$ cat config.mk
export PLATFORM = sky130hd
export DESIGN_NAME = dmes_top
export DESIGN_NICKNAME = d
export VERILOG_FILES = /design/src/core/dmes_pkg.sv /design/src/core/dmes_sync.sv /design/src/core/dmes_top.sv
export SDC_FILE = /design/constraint.sdc
export NUM_CORES = 1
export LEC_CHECK = 0
export CAP_MARGIN = 20
export CORE_MARGIN = 3
export CORE_UTILIZATION = 40
export DETAILED_ROUTE_END_ITERATION = 12
export DONT_BUFFER_PORTS = 1
export PLACE_DENSITY = 0.53
export SETUP_SLACK_MARGIN = 0.4
export SLEW_MARGIN = 20
export SYNTH_ARGS = -nofsm -noshare
export SYNTH_HDL_FRONTEND = slang
export SYNTH_SLANG_ARGS = --single-unit
$ cat constraint.sdc
create_clock -name clk_sys_in -period 3.39 [get_ports clk_sys_in]
set_input_delay 0.5085 -clock clk_sys_in [delete_from_list [all_inputs] [get_ports clk_sys_in]]
set_output_delay 0.5085 -clock clk_sys_in [all_outputs]
set_load 0.01 [all_outputs]
$ cat src/core/dmes_pkg.sv
// Overview of operation
// - Background debug ends only on power-on or hard reset assertion.
// - Reduced trace port uses one input lane and two output lanes.
// - Full trace port uses two input lanes and eight output lanes.
// - Message input bit zero high at trace enable selects full port width.
// - Message input bit zero low at trace enable selects reduced port width.
package dmes_pkg;

  // ==========================================================================
  // Timing counts in system clocks
  localparam int unsigned DATA_SAMPLE_CLKS  = 8;
  localparam int unsigned STRAP_SETUP_CLKS  = 4;
  localparam int unsigned SAMPLE_CNT_W      = 4;

  // ==========================================================================
  // Synchronised pin vector layout
  localparam int unsigned PIN_W             = 10;
  localparam int unsigned PIN_POR_N         = 0;
  localparam int unsigned PIN_HARD_N        = 1;
  localparam int unsigned PIN_SOFT_N        = 2;
  localparam int unsigned PIN_DSCLK         = 3;
  localparam int unsigned PIN_DSDATA        = 4;
  localparam int unsigned PIN_COMP_RST      = 5;
  localparam int unsigned PIN_MODE_SEL      = 6;
  localparam int unsigned PIN_WIDTH_STRAP   = 7;
  localparam int unsigned PIN_MSG_IN_LO     = 8;
  localparam int unsigned PIN_MSG_IN_HI     = 9;

  // ==========================================================================
  // Port widths and lane masks
  localparam int unsigned MSG_IN_W          = 2;
  localparam int unsigned MSG_OUT_W         = 8;
  localparam logic [1:0]  IN_LANES_REDUCED  = 2'h1;
  localparam logic [1:0]  IN_LANES_FULL     = 2'h3;
  localparam logic [7:0]  OUT_LANES_REDUCED = 8'h03;
  localparam logic [7:0]  OUT_LANES_FULL    = 8'hFF;

  // ==========================================================================
  // Reset values
  localparam logic [PIN_W-1:0] PIN_RESET    = 10'h007;

  // ==========================================================================
  // State encodings
  typedef enum logic [2:0] {
    BGD_OFF  = 3'h1,
    BGD_WAIT = 3'h2,
    BGD_ON   = 3'h4
  } dmes_bgd_state_t;

  typedef enum logic [2:0] {
    TRC_OFF   = 3'h1,
    TRC_ARMED = 3'h2,
    TRC_ON    = 3'h4
  } dmes_trc_state_t;

endpackage

$ cat src/core/dmes_sync.sv
`timescale 1ns/10ps
module dmes_sync #(
  parameter int unsigned         WIDTH = 1,
  parameter logic [WIDTH-1:0]    INIT  = '0
) (
  input  wire logic             clk_in,
  input  wire logic             rst_n_in,
  input  wire logic [WIDTH-1:0] async_in,
  output logic      [WIDTH-1:0] sync_out
);

  // ==========================================================================
  // Two-stage synchroniser, first stage feeds only the second
  logic [WIDTH-1:0] meta;

  always_ff @(posedge clk_in or negedge rst_n_in) begin
    if (!rst_n_in) begin
      meta     <= INIT;
      sync_out <= INIT;
    end else begin
      meta     <= async_in;
      sync_out <= meta;
    end
  end

endmodule // dmes_sync

$ cat src/core/dmes_top.sv
`timescale 1ns/10ps
module dmes_top (
  input  wire logic       clk_sys_in,
  input  wire logic       nrst_in,
  input  wire logic       power_on_reset_line_n_in,
  input  wire logic       hard_reset_line_n_in,
  input  wire logic       soft_reset_line_n_in,
  input  wire logic       debug_serial_clock_pin_in,
  input  wire logic       debug_serial_data_in_in,
  input  wire logic       compliance_reset_in_pin_in,
  input  wire logic       mode_select_event_in_pin_in,
  input  wire logic       message_data_in_bit0_in,
  input  wire logic [1:0] message_data_in_pins_in,
  input  wire logic [7:0] message_data_out_core_in,
  output logic            background_debug_mode_out,
  output logic            debug_clock_mode_out,
  output logic            realtime_debug_unit_active_out,
  output logic            trace_full_port_out,
  output logic [1:0]      trace_in_lane_en_out,
  output logic [7:0]      trace_out_lane_en_out,
  output logic [1:0]      message_data_in_core_out,
  output logic [7:0]      message_data_out_pins_out
);

  // ==========================================================================
  // Reset release
  logic rst_meta_n;
  logic rst_n;

  always_ff @(posedge clk_sys_in or negedge nrst_in) begin
    if (!nrst_in) begin
      rst_meta_n <= 1'b0;
      rst_n      <= 1'b0;
    end else begin
      rst_meta_n <= 1'b1;
      rst_n      <= rst_meta_n;
    end
  end

  // ==========================================================================
  // Pin synchronisation
  logic [dmes_pkg::PIN_W-1:0] pins_raw;
  logic [dmes_pkg::PIN_W-1:0] pins;

  assign pins_raw = {message_data_in_pins_in, message_data_in_bit0_in, mode_select_event_in_pin_in,
                     compliance_reset_in_pin_in, debug_serial_data_in_in, debug_serial_clock_pin_in,
                     soft_reset_line_n_in, hard_reset_line_n_in, power_on_reset_line_n_in};

  dmes_sync #(
    .WIDTH (dmes_pkg::PIN_W),
    .INIT  (dmes_pkg::PIN_RESET)
  ) u_pin_sync (
    .clk_in   (clk_sys_in),
    .rst_n_in (rst_n),
    .async_in (pins_raw),
    .sync_out (pins)
  );

  // ==========================================================================
  // Edge detection
  logic [dmes_pkg::PIN_W-1:0] pins_prev;
  logic [dmes_pkg::PIN_W-1:0] next_pins_prev;
  logic                       por_assert;
  logic                       hard_assert;
  logic                       kill_debug;
  logic                       por_negate;
  logic                       soft_negate;
  logic                       comp_rise;

  always_comb begin
    next_pins_prev = pins;
    por_assert     = pins_prev[dmes_pkg::PIN_POR_N] & ~pins[dmes_pkg::PIN_POR_N];
    hard_assert    = pins_prev[dmes_pkg::PIN_HARD_N] & ~pins[dmes_pkg::PIN_HARD_N];
    kill_debug     = ~pins[dmes_pkg::PIN_POR_N] | ~pins[dmes_pkg::PIN_HARD_N] | por_assert | hard_assert;
    por_negate     = ~pins_prev[dmes_pkg::PIN_POR_N] & pins[dmes_pkg::PIN_POR_N];
    soft_negate    = ~pins_prev[dmes_pkg::PIN_SOFT_N] & pins[dmes_pkg::PIN_SOFT_N];
    comp_rise      = ~pins_prev[dmes_pkg::PIN_COMP_RST] & pins[dmes_pkg::PIN_COMP_RST];
  end

  always_ff @(posedge clk_sys_in or negedge rst_n) begin
    if (!rst_n) begin
      pins_prev <= dmes_pkg::PIN_RESET;
    end else begin
      pins_prev <= next_pins_prev;
    end
  end

  // ==========================================================================
  // Background debug entry
  dmes_pkg::dmes_bgd_state_t         bgd_state;
  dmes_pkg::dmes_bgd_state_t         next_bgd_state;
  logic [dmes_pkg::SAMPLE_CNT_W-1:0] bgd_cnt;
  logic [dmes_pkg::SAMPLE_CNT_W-1:0] next_bgd_cnt;
  logic                              clk_mode;
  logic                              next_clk_mode;

  always_comb begin
    next_bgd_state = bgd_state;
    next_bgd_cnt   = bgd_cnt;
    next_clk_mode  = clk_mode;
    unique case (bgd_state)
      dmes_pkg::BGD_OFF: begin
        if (soft_negate && pins[dmes_pkg::PIN_DSCLK] && !kill_debug) begin
          next_bgd_state = dmes_pkg::BGD_WAIT;
          next_bgd_cnt   = '0;
        end
      end
      dmes_pkg::BGD_WAIT: begin
        next_bgd_cnt = bgd_cnt + 1'b1;
        if (bgd_cnt == dmes_pkg::SAMPLE_CNT_W'(dmes_pkg::DATA_SAMPLE_CLKS - 1)) begin
          next_clk_mode  = pins[dmes_pkg::PIN_DSDATA];
          next_bgd_state = dmes_pkg::BGD_ON;
        end
      end
      dmes_pkg::BGD_ON: begin
        next_bgd_state = dmes_pkg::BGD_ON;
      end
      default: begin
        next_bgd_state = dmes_pkg::BGD_OFF;
      end
    endcase
    if (kill_debug) begin
      next_bgd_state = dmes_pkg::BGD_OFF;
      next_bgd_cnt   = '0;
      next_clk_mode  = 1'b0;
    end
  end

  always_ff @(posedge clk_sys_in or negedge rst_n) begin
    if (!rst_n) begin
      bgd_state <= dmes_pkg::BGD_OFF;
      bgd_cnt   <= '0;
      clk_mode  <= 1'b0;
    end else begin
      bgd_state <= next_bgd_state;
      bgd_cnt   <= next_bgd_cnt;
      clk_mode  <= next_clk_mode;
    end
  end

  // ==========================================================================
  // Trace port entry
  dmes_pkg::dmes_trc_state_t                trc_state;
  dmes_pkg::dmes_trc_state_t                next_trc_state;
  logic [dmes_pkg::STRAP_SETUP_CLKS-1:0]    sel_hist;
  logic [dmes_pkg::STRAP_SETUP_CLKS-1:0]    next_sel_hist;
  logic [dmes_pkg::STRAP_SETUP_CLKS-1:0]    wid_hist;
  logic [dmes_pkg::STRAP_SETUP_CLKS-1:0]    next_wid_hist;
  logic                                     full_port;
  logic                                     next_full_port;
  logic                                     strap_ok;

  always_comb begin
    next_trc_state = trc_state;
    next_full_port = full_port;
    next_sel_hist  = {sel_hist[dmes_pkg::STRAP_SETUP_CLKS-2:0], pins[dmes_pkg::PIN_MODE_SEL]};
    next_wid_hist  = {wid_hist[dmes_pkg::STRAP_SETUP_CLKS-2:0], pins[dmes_pkg::PIN_WIDTH_STRAP]};
    strap_ok       = (sel_hist == '0) && ((wid_hist == '0) || (&wid_hist));
    unique case (trc_state)
      dmes_pkg::TRC_OFF: begin
        if (por_negate && !pins[dmes_pkg::PIN_COMP_RST]) begin
          next_trc_state = dmes_pkg::TRC_ARMED;
        end
      end
      dmes_pkg::TRC_ARMED: begin
        if (comp_rise) begin
          if (strap_ok) begin
            next_trc_state = dmes_pkg::TRC_ON;
            next_full_port = wid_hist[dmes_pkg::STRAP_SETUP_CLKS-1];
          end else begin
            next_trc_state = dmes_pkg::TRC_OFF;
          end
        end
      end
      dmes_pkg::TRC_ON: begin
        next_trc_state = dmes_pkg::TRC_ON;
      end
      default: begin
        next_trc_state = dmes_pkg::TRC_OFF;
      end
    endcase
    if (kill_debug) begin
      next_trc_state = dmes_pkg::TRC_OFF;
      next_full_port = 1'b0;
    end
  end

  always_ff @(posedge clk_sys_in or negedge rst_n) begin
    if (!rst_n) begin
      trc_state <= dmes_pkg::TRC_OFF;
      sel_hist  <= '1;
      wid_hist  <= '0;
      full_port <= 1'b0;
    end else begin
      trc_state <= next_trc_state;
      sel_hist  <= next_sel_hist;
      wid_hist  <= next_wid_hist;
      full_port <= next_full_port;
    end
  end

  // ==========================================================================
  // Lane masking and outputs
  logic       next_bgd_out;
  logic       next_clk_mode_out;
  logic       next_trc_out;
  logic       next_full_out;
  logic [1:0] next_in_lanes;
  logic [7:0] next_out_lanes;
  logic [1:0] next_msg_in;
  logic [7:0] next_msg_out;

  always_comb begin
    next_bgd_out      = (next_bgd_state == dmes_pkg::BGD_ON);
    next_clk_mode_out = next_clk_mode;
    next_trc_out      = (next_trc_state == dmes_pkg::TRC_ON);
    next_full_out     = next_trc_out & next_full_port;
    next_in_lanes     = '0;
    next_out_lanes    = '0;
    if (next_trc_out) begin
      next_in_lanes  = next_full_port ? dmes_pkg::IN_LANES_FULL : dmes_pkg::IN_LANES_REDUCED;
      next_out_lanes = next_full_port ? dmes_pkg::OUT_LANES_FULL : dmes_pkg::OUT_LANES_REDUCED;
    end
    next_msg_in  = pins[dmes_pkg::PIN_MSG_IN_HI:dmes_pkg::PIN_MSG_IN_LO] & next_in_lanes;
    next_msg_out = message_data_out_core_in & next_out_lanes;
  end

  always_ff @(posedge clk_sys_in or negedge rst_n) begin
    if (!rst_n) begin
      background_debug_mode_out      <= 1'b0;
      debug_clock_mode_out           <= 1'b0;
      realtime_debug_unit_active_out <= 1'b0;
      trace_full_port_out            <= 1'b0;
      trace_in_lane_en_out           <= '0;
      trace_out_lane_en_out          <= '0;
      message_data_in_core_out       <= '0;
      message_data_out_pins_out      <= '0;
    end else begin
      background_debug_mode_out      <= next_bgd_out;
      debug_clock_mode_out           <= next_clk_mode_out;
      realtime_debug_unit_active_out <= next_trc_out;
      trace_full_port_out            <= next_full_out;
      trace_in_lane_en_out           <= next_in_lanes;
      trace_out_lane_en_out          <= next_out_lanes;
      message_data_in_core_out       <= next_msg_in;
      message_data_out_pins_out      <= next_msg_out;
    end
  end

endmodule // dmes_top

==> summary.md <==
| Metric | Value |
|---|---|
| Fin crit period | 1.995 ns |
| Cell leakage power | 1.015 nW |
| Post-synthesis sequential area ratio | 70.34% |
| Final nets | 174 |
| Worst slew margin | 50.30% |
| Final Cycle Share | 58.86% |
| Min-Delay Path Class | in -> reg |
| Yosys warns | 0 |
| Hold depth | 0 |
| Crit path max-delay family | simple AND/OR/NAND/NOR gates |
| # diodes | 0 |
| DRC Markers | 0 |
| Starting Density | 42.79% |
| WL per Instance | 14.09 um |
| All-Layer GR Usage | 12.24% |
| EDFF count, synth | 0 |
| Reg2Reg Depth | 4 |
| Largest net degree at the start of global routing | 38 |
| Post-Route WL | 3170 um |
| Max Fclk | 501.2 MHz |
| Max VDD drop | 0.3297 mV |
| Status | completed |
| Longest Clk Path Bufs | 2 |
| Die Wd | 78.26 um |
| Final Util | 47.69% |
| Share of cells above drive strength 1 | 25.32% |
| DR pass1 iterations | 4 |
| Cell row count | 25 |
| Mapped Cells | 152 |
| CTS Root Cell | clkbuf_8 |
| Drt initial violations | 47 |
| Most used flip-flop cell after synthesis | dfrtp_1 |
| Total core area | 4880 sq um |
| Inserted Clock Buffers | 9 |
| Crit path cell chain | or4_4, a2111oi_4, mux2_4, nor3_1 |
| Startpoint Class | flip-flop |
| Yosys cell types | 38 |
| Initial antenna violation count | 0 |
| Final setup viols | 0 |
| Hold Vio Cnt, Final | 0 |
| Yosys reg bits | 58 |
| Global-route wire length before repair | 5589 um |
| Endpoint type of the worst setup path | flip-flop |
| Multi-input gate area | 495.5 sq um |
| TritonCTS clock tree | built |
| Final WS setup | 1.395 ns |
| Register area | 1470 sq um |
| Vias in the first global route | 1142 |
| Mean Syn Cell Area | 13.74 sq um |
| Bufs and invs on worst path | 0 |
| Unrepaired setup endpoints after global routing | false |
| Gp weighted congestion | 0.8172 |
| CP required | 3.63 ns |
| Fill cell count | 441 |
| Vias/cell | 4.893 |
| Post-synth ARST share | 100.0% |
| Post-DP HPWL | 2172 um |
| Dpl ws | 1.397 ns |
| PwrDens | 618.8 nW/um^2 |
| Vias post-DR | 1101 |
| Max FO, Critical Path | 9 |
| Syn nets | 173 |
| Io pins | 44 |
| Crit-path max cell delay | 0.59 ns |
| Routed Antenna Nets | 0 |
| Die height | 78.26 um |
| Post-CTS Setup Repair Bufs | 0 |
| Clock Pin Slew Worst Setup and Hold Paths | 0.06 ns |
| Setup TNS | 0 ns |
| Die area | 6124 sq um |
| WP data arrival | 2.23 ns |
| Global route total overflow | 0 |
| CTS sink count | 58 |
| Crit path depth | 4 |
| Maxcap violations | 0 |
| Slew Viols, Final | 0 |
| Skew final | 0.005070 ns |
| PortBufs | 0 |
| Synth Cell Area | 2088 sq um |
| Setup CP Type | reg -> reg |
| Worst-skew pair later-pin latency | 0.33 ns |
| Worst Max-Slew Pin Slew | 0.7455 ns |
| H-tree Lvls | 3 |
| Crit-path slowest cell | or4_4 |
| Area growth, synth to finish | 11.44% |
| Pwr Total | 1.440 mW |
==> metal layers <==
metal	vias up	GRT usage (%)	part of all wire (%)
li1	509	-	-
met1	543	14.89	44
met2	44	17.38	46
met3	5	7.110	9.0
met4	0	5.769	1.6
met5	-	0	0
==> Yosys cell counts (2+ instances only) <==
library cell  number  area [sq um]
inv_1             10         37.54
nand2b_1           3         18.77
dfstp_2           14         367.9
a21oi_1            7         35.03
nor2_1             8         30.03
clkbuf_1           2         7.510
and2_1             3         18.77
dfrtp_1           44          1101
mux2_2             2         22.52
nand3_1            4         20.02
nor3_1            11         55.05
a2111oi_4          2         55.05
buf_4             10         75.07
nand2_1            3         11.26
nor2b_1            3         18.77
o21ai_0            4         20.02
==> cell usage in the layout, fill, tap and decap left out, drive strengths merged <==
cell type,count
o21bai,1
dfrtp,44
nor3,11
a2111oi,2
mux2i,1
dlygate4sd3,1
o31ai,1
clkbuf,11
nand4b,1
nand2,3
inv,11
a21o,1
dfstp,14
nor2,8
conb,1
mux2,3
nand3b,1
nor2b,3
or3b,1
nand4,1
a311oi,1
or3,1
buf,1
o311a,1
nand3,4
bufinv,2
a21oi,7
or4,2
o21ai,5
o21a,1
and2,3
ha,1
nand4bb,1
clkinvlp,1
a211oi,1
nand2b,3
o311ai,1
clkinv,2
==> where the power goes <==
part           switching [mW]  internal, mW
clock network           0.251         0.431
registers              0.0173         0.719
logic                  0.0137       0.00753
==> final timing paths <==
path                                 startpoint                          end  slack [ns]
hold reg to reg                           rst_n                 pins_prev[5]        0.34
setup reg to reg                    wid_hist[1]  message_data_in_core_out[1]        1.39
max in group asynchronous                 rst_n       u_pin_sync.sync_out[2]        2.26
setup / recovery                    wid_hist[1]  message_data_in_core_out[1]        1.39
hold / removal             hard_reset_line_n_in           u_pin_sync.meta[1]        0.17
min in group asynchronous                 rst_n                 pins_prev[5]        0.34
==> state kept, by name (all words and copies together) (netlist names) <==
| register | flops |
|---|---|
| background_debug_mode_out | 1 |
| bgd_cnt | 4 |
| bgd_state | 3 |
| debug_clock_mode_out | 1 |
| full_port | 1 |
| message_data_in_core_out | 2 |
| message_data_out_pins_out | 8 |
| pins_prev | 3 |
| rst_meta_n | 1 |
| rst_n | 1 |
| sel_hist | 4 |
| trace_full_port_out | 1 |
| trace_out_lane_en_out | 1 |
| trc_state | 3 |
| u_pin_sync.meta | 10 |
| u_pin_sync.sync_out | 10 |
| wid_hist | 4 |
==> cell type report <==
type,count,area share [%]
clock buffers,11,6.075
clock inverters,5,3.333
inverters,11,1.774
multi-input cells,71,21.29
flip-flops and latches,58,63.17
well taps,67,3.602
repair buffers,2,0.7527
==> worst reg2reg max path, cell delays in order, from the launching register on <==
cell	delay, ns
dfrtp_1	0.40
or4_4	0.59
a2111oi_4	0.39
mux2_4	0.38
nor3_1	0.15
==> kinds of logic after synthesis <==
family	count (synthesis)	share of synthesized area [%]
AND/OR/NAND/NOR	43	11.50
adder cells (fa/ha/maj)	1	0.5991
other	1	0.1796
flip-flops	58	70.34
buffers and inverters	23	5.932
multiplexers	4	2.277
AO/OA/AOI/OAI	22	9.168
==> per-stage QoR <==
stage | std cells | area [sq um] | hold slack, ns
2_1_floorplan | 152 | 2088 | 0.2129
3_3_place_gp | 208 | 2098 | 0.2130
3_5_place_dp | 208 | 2098 | 0.2130
4_1_cts | 225 | 2327 | 0.1492
5_1_grt | 225 | 2327 | 0.1417
6_report | 225 | 2327 | 0.1709
==> timing repair <==
item                      4_1_cts  5_1_grt
gates resized for setup         0        0
hold buffers                    1        0
hold endpoints to repair        2        0
(Power assumes the default switching activity.)
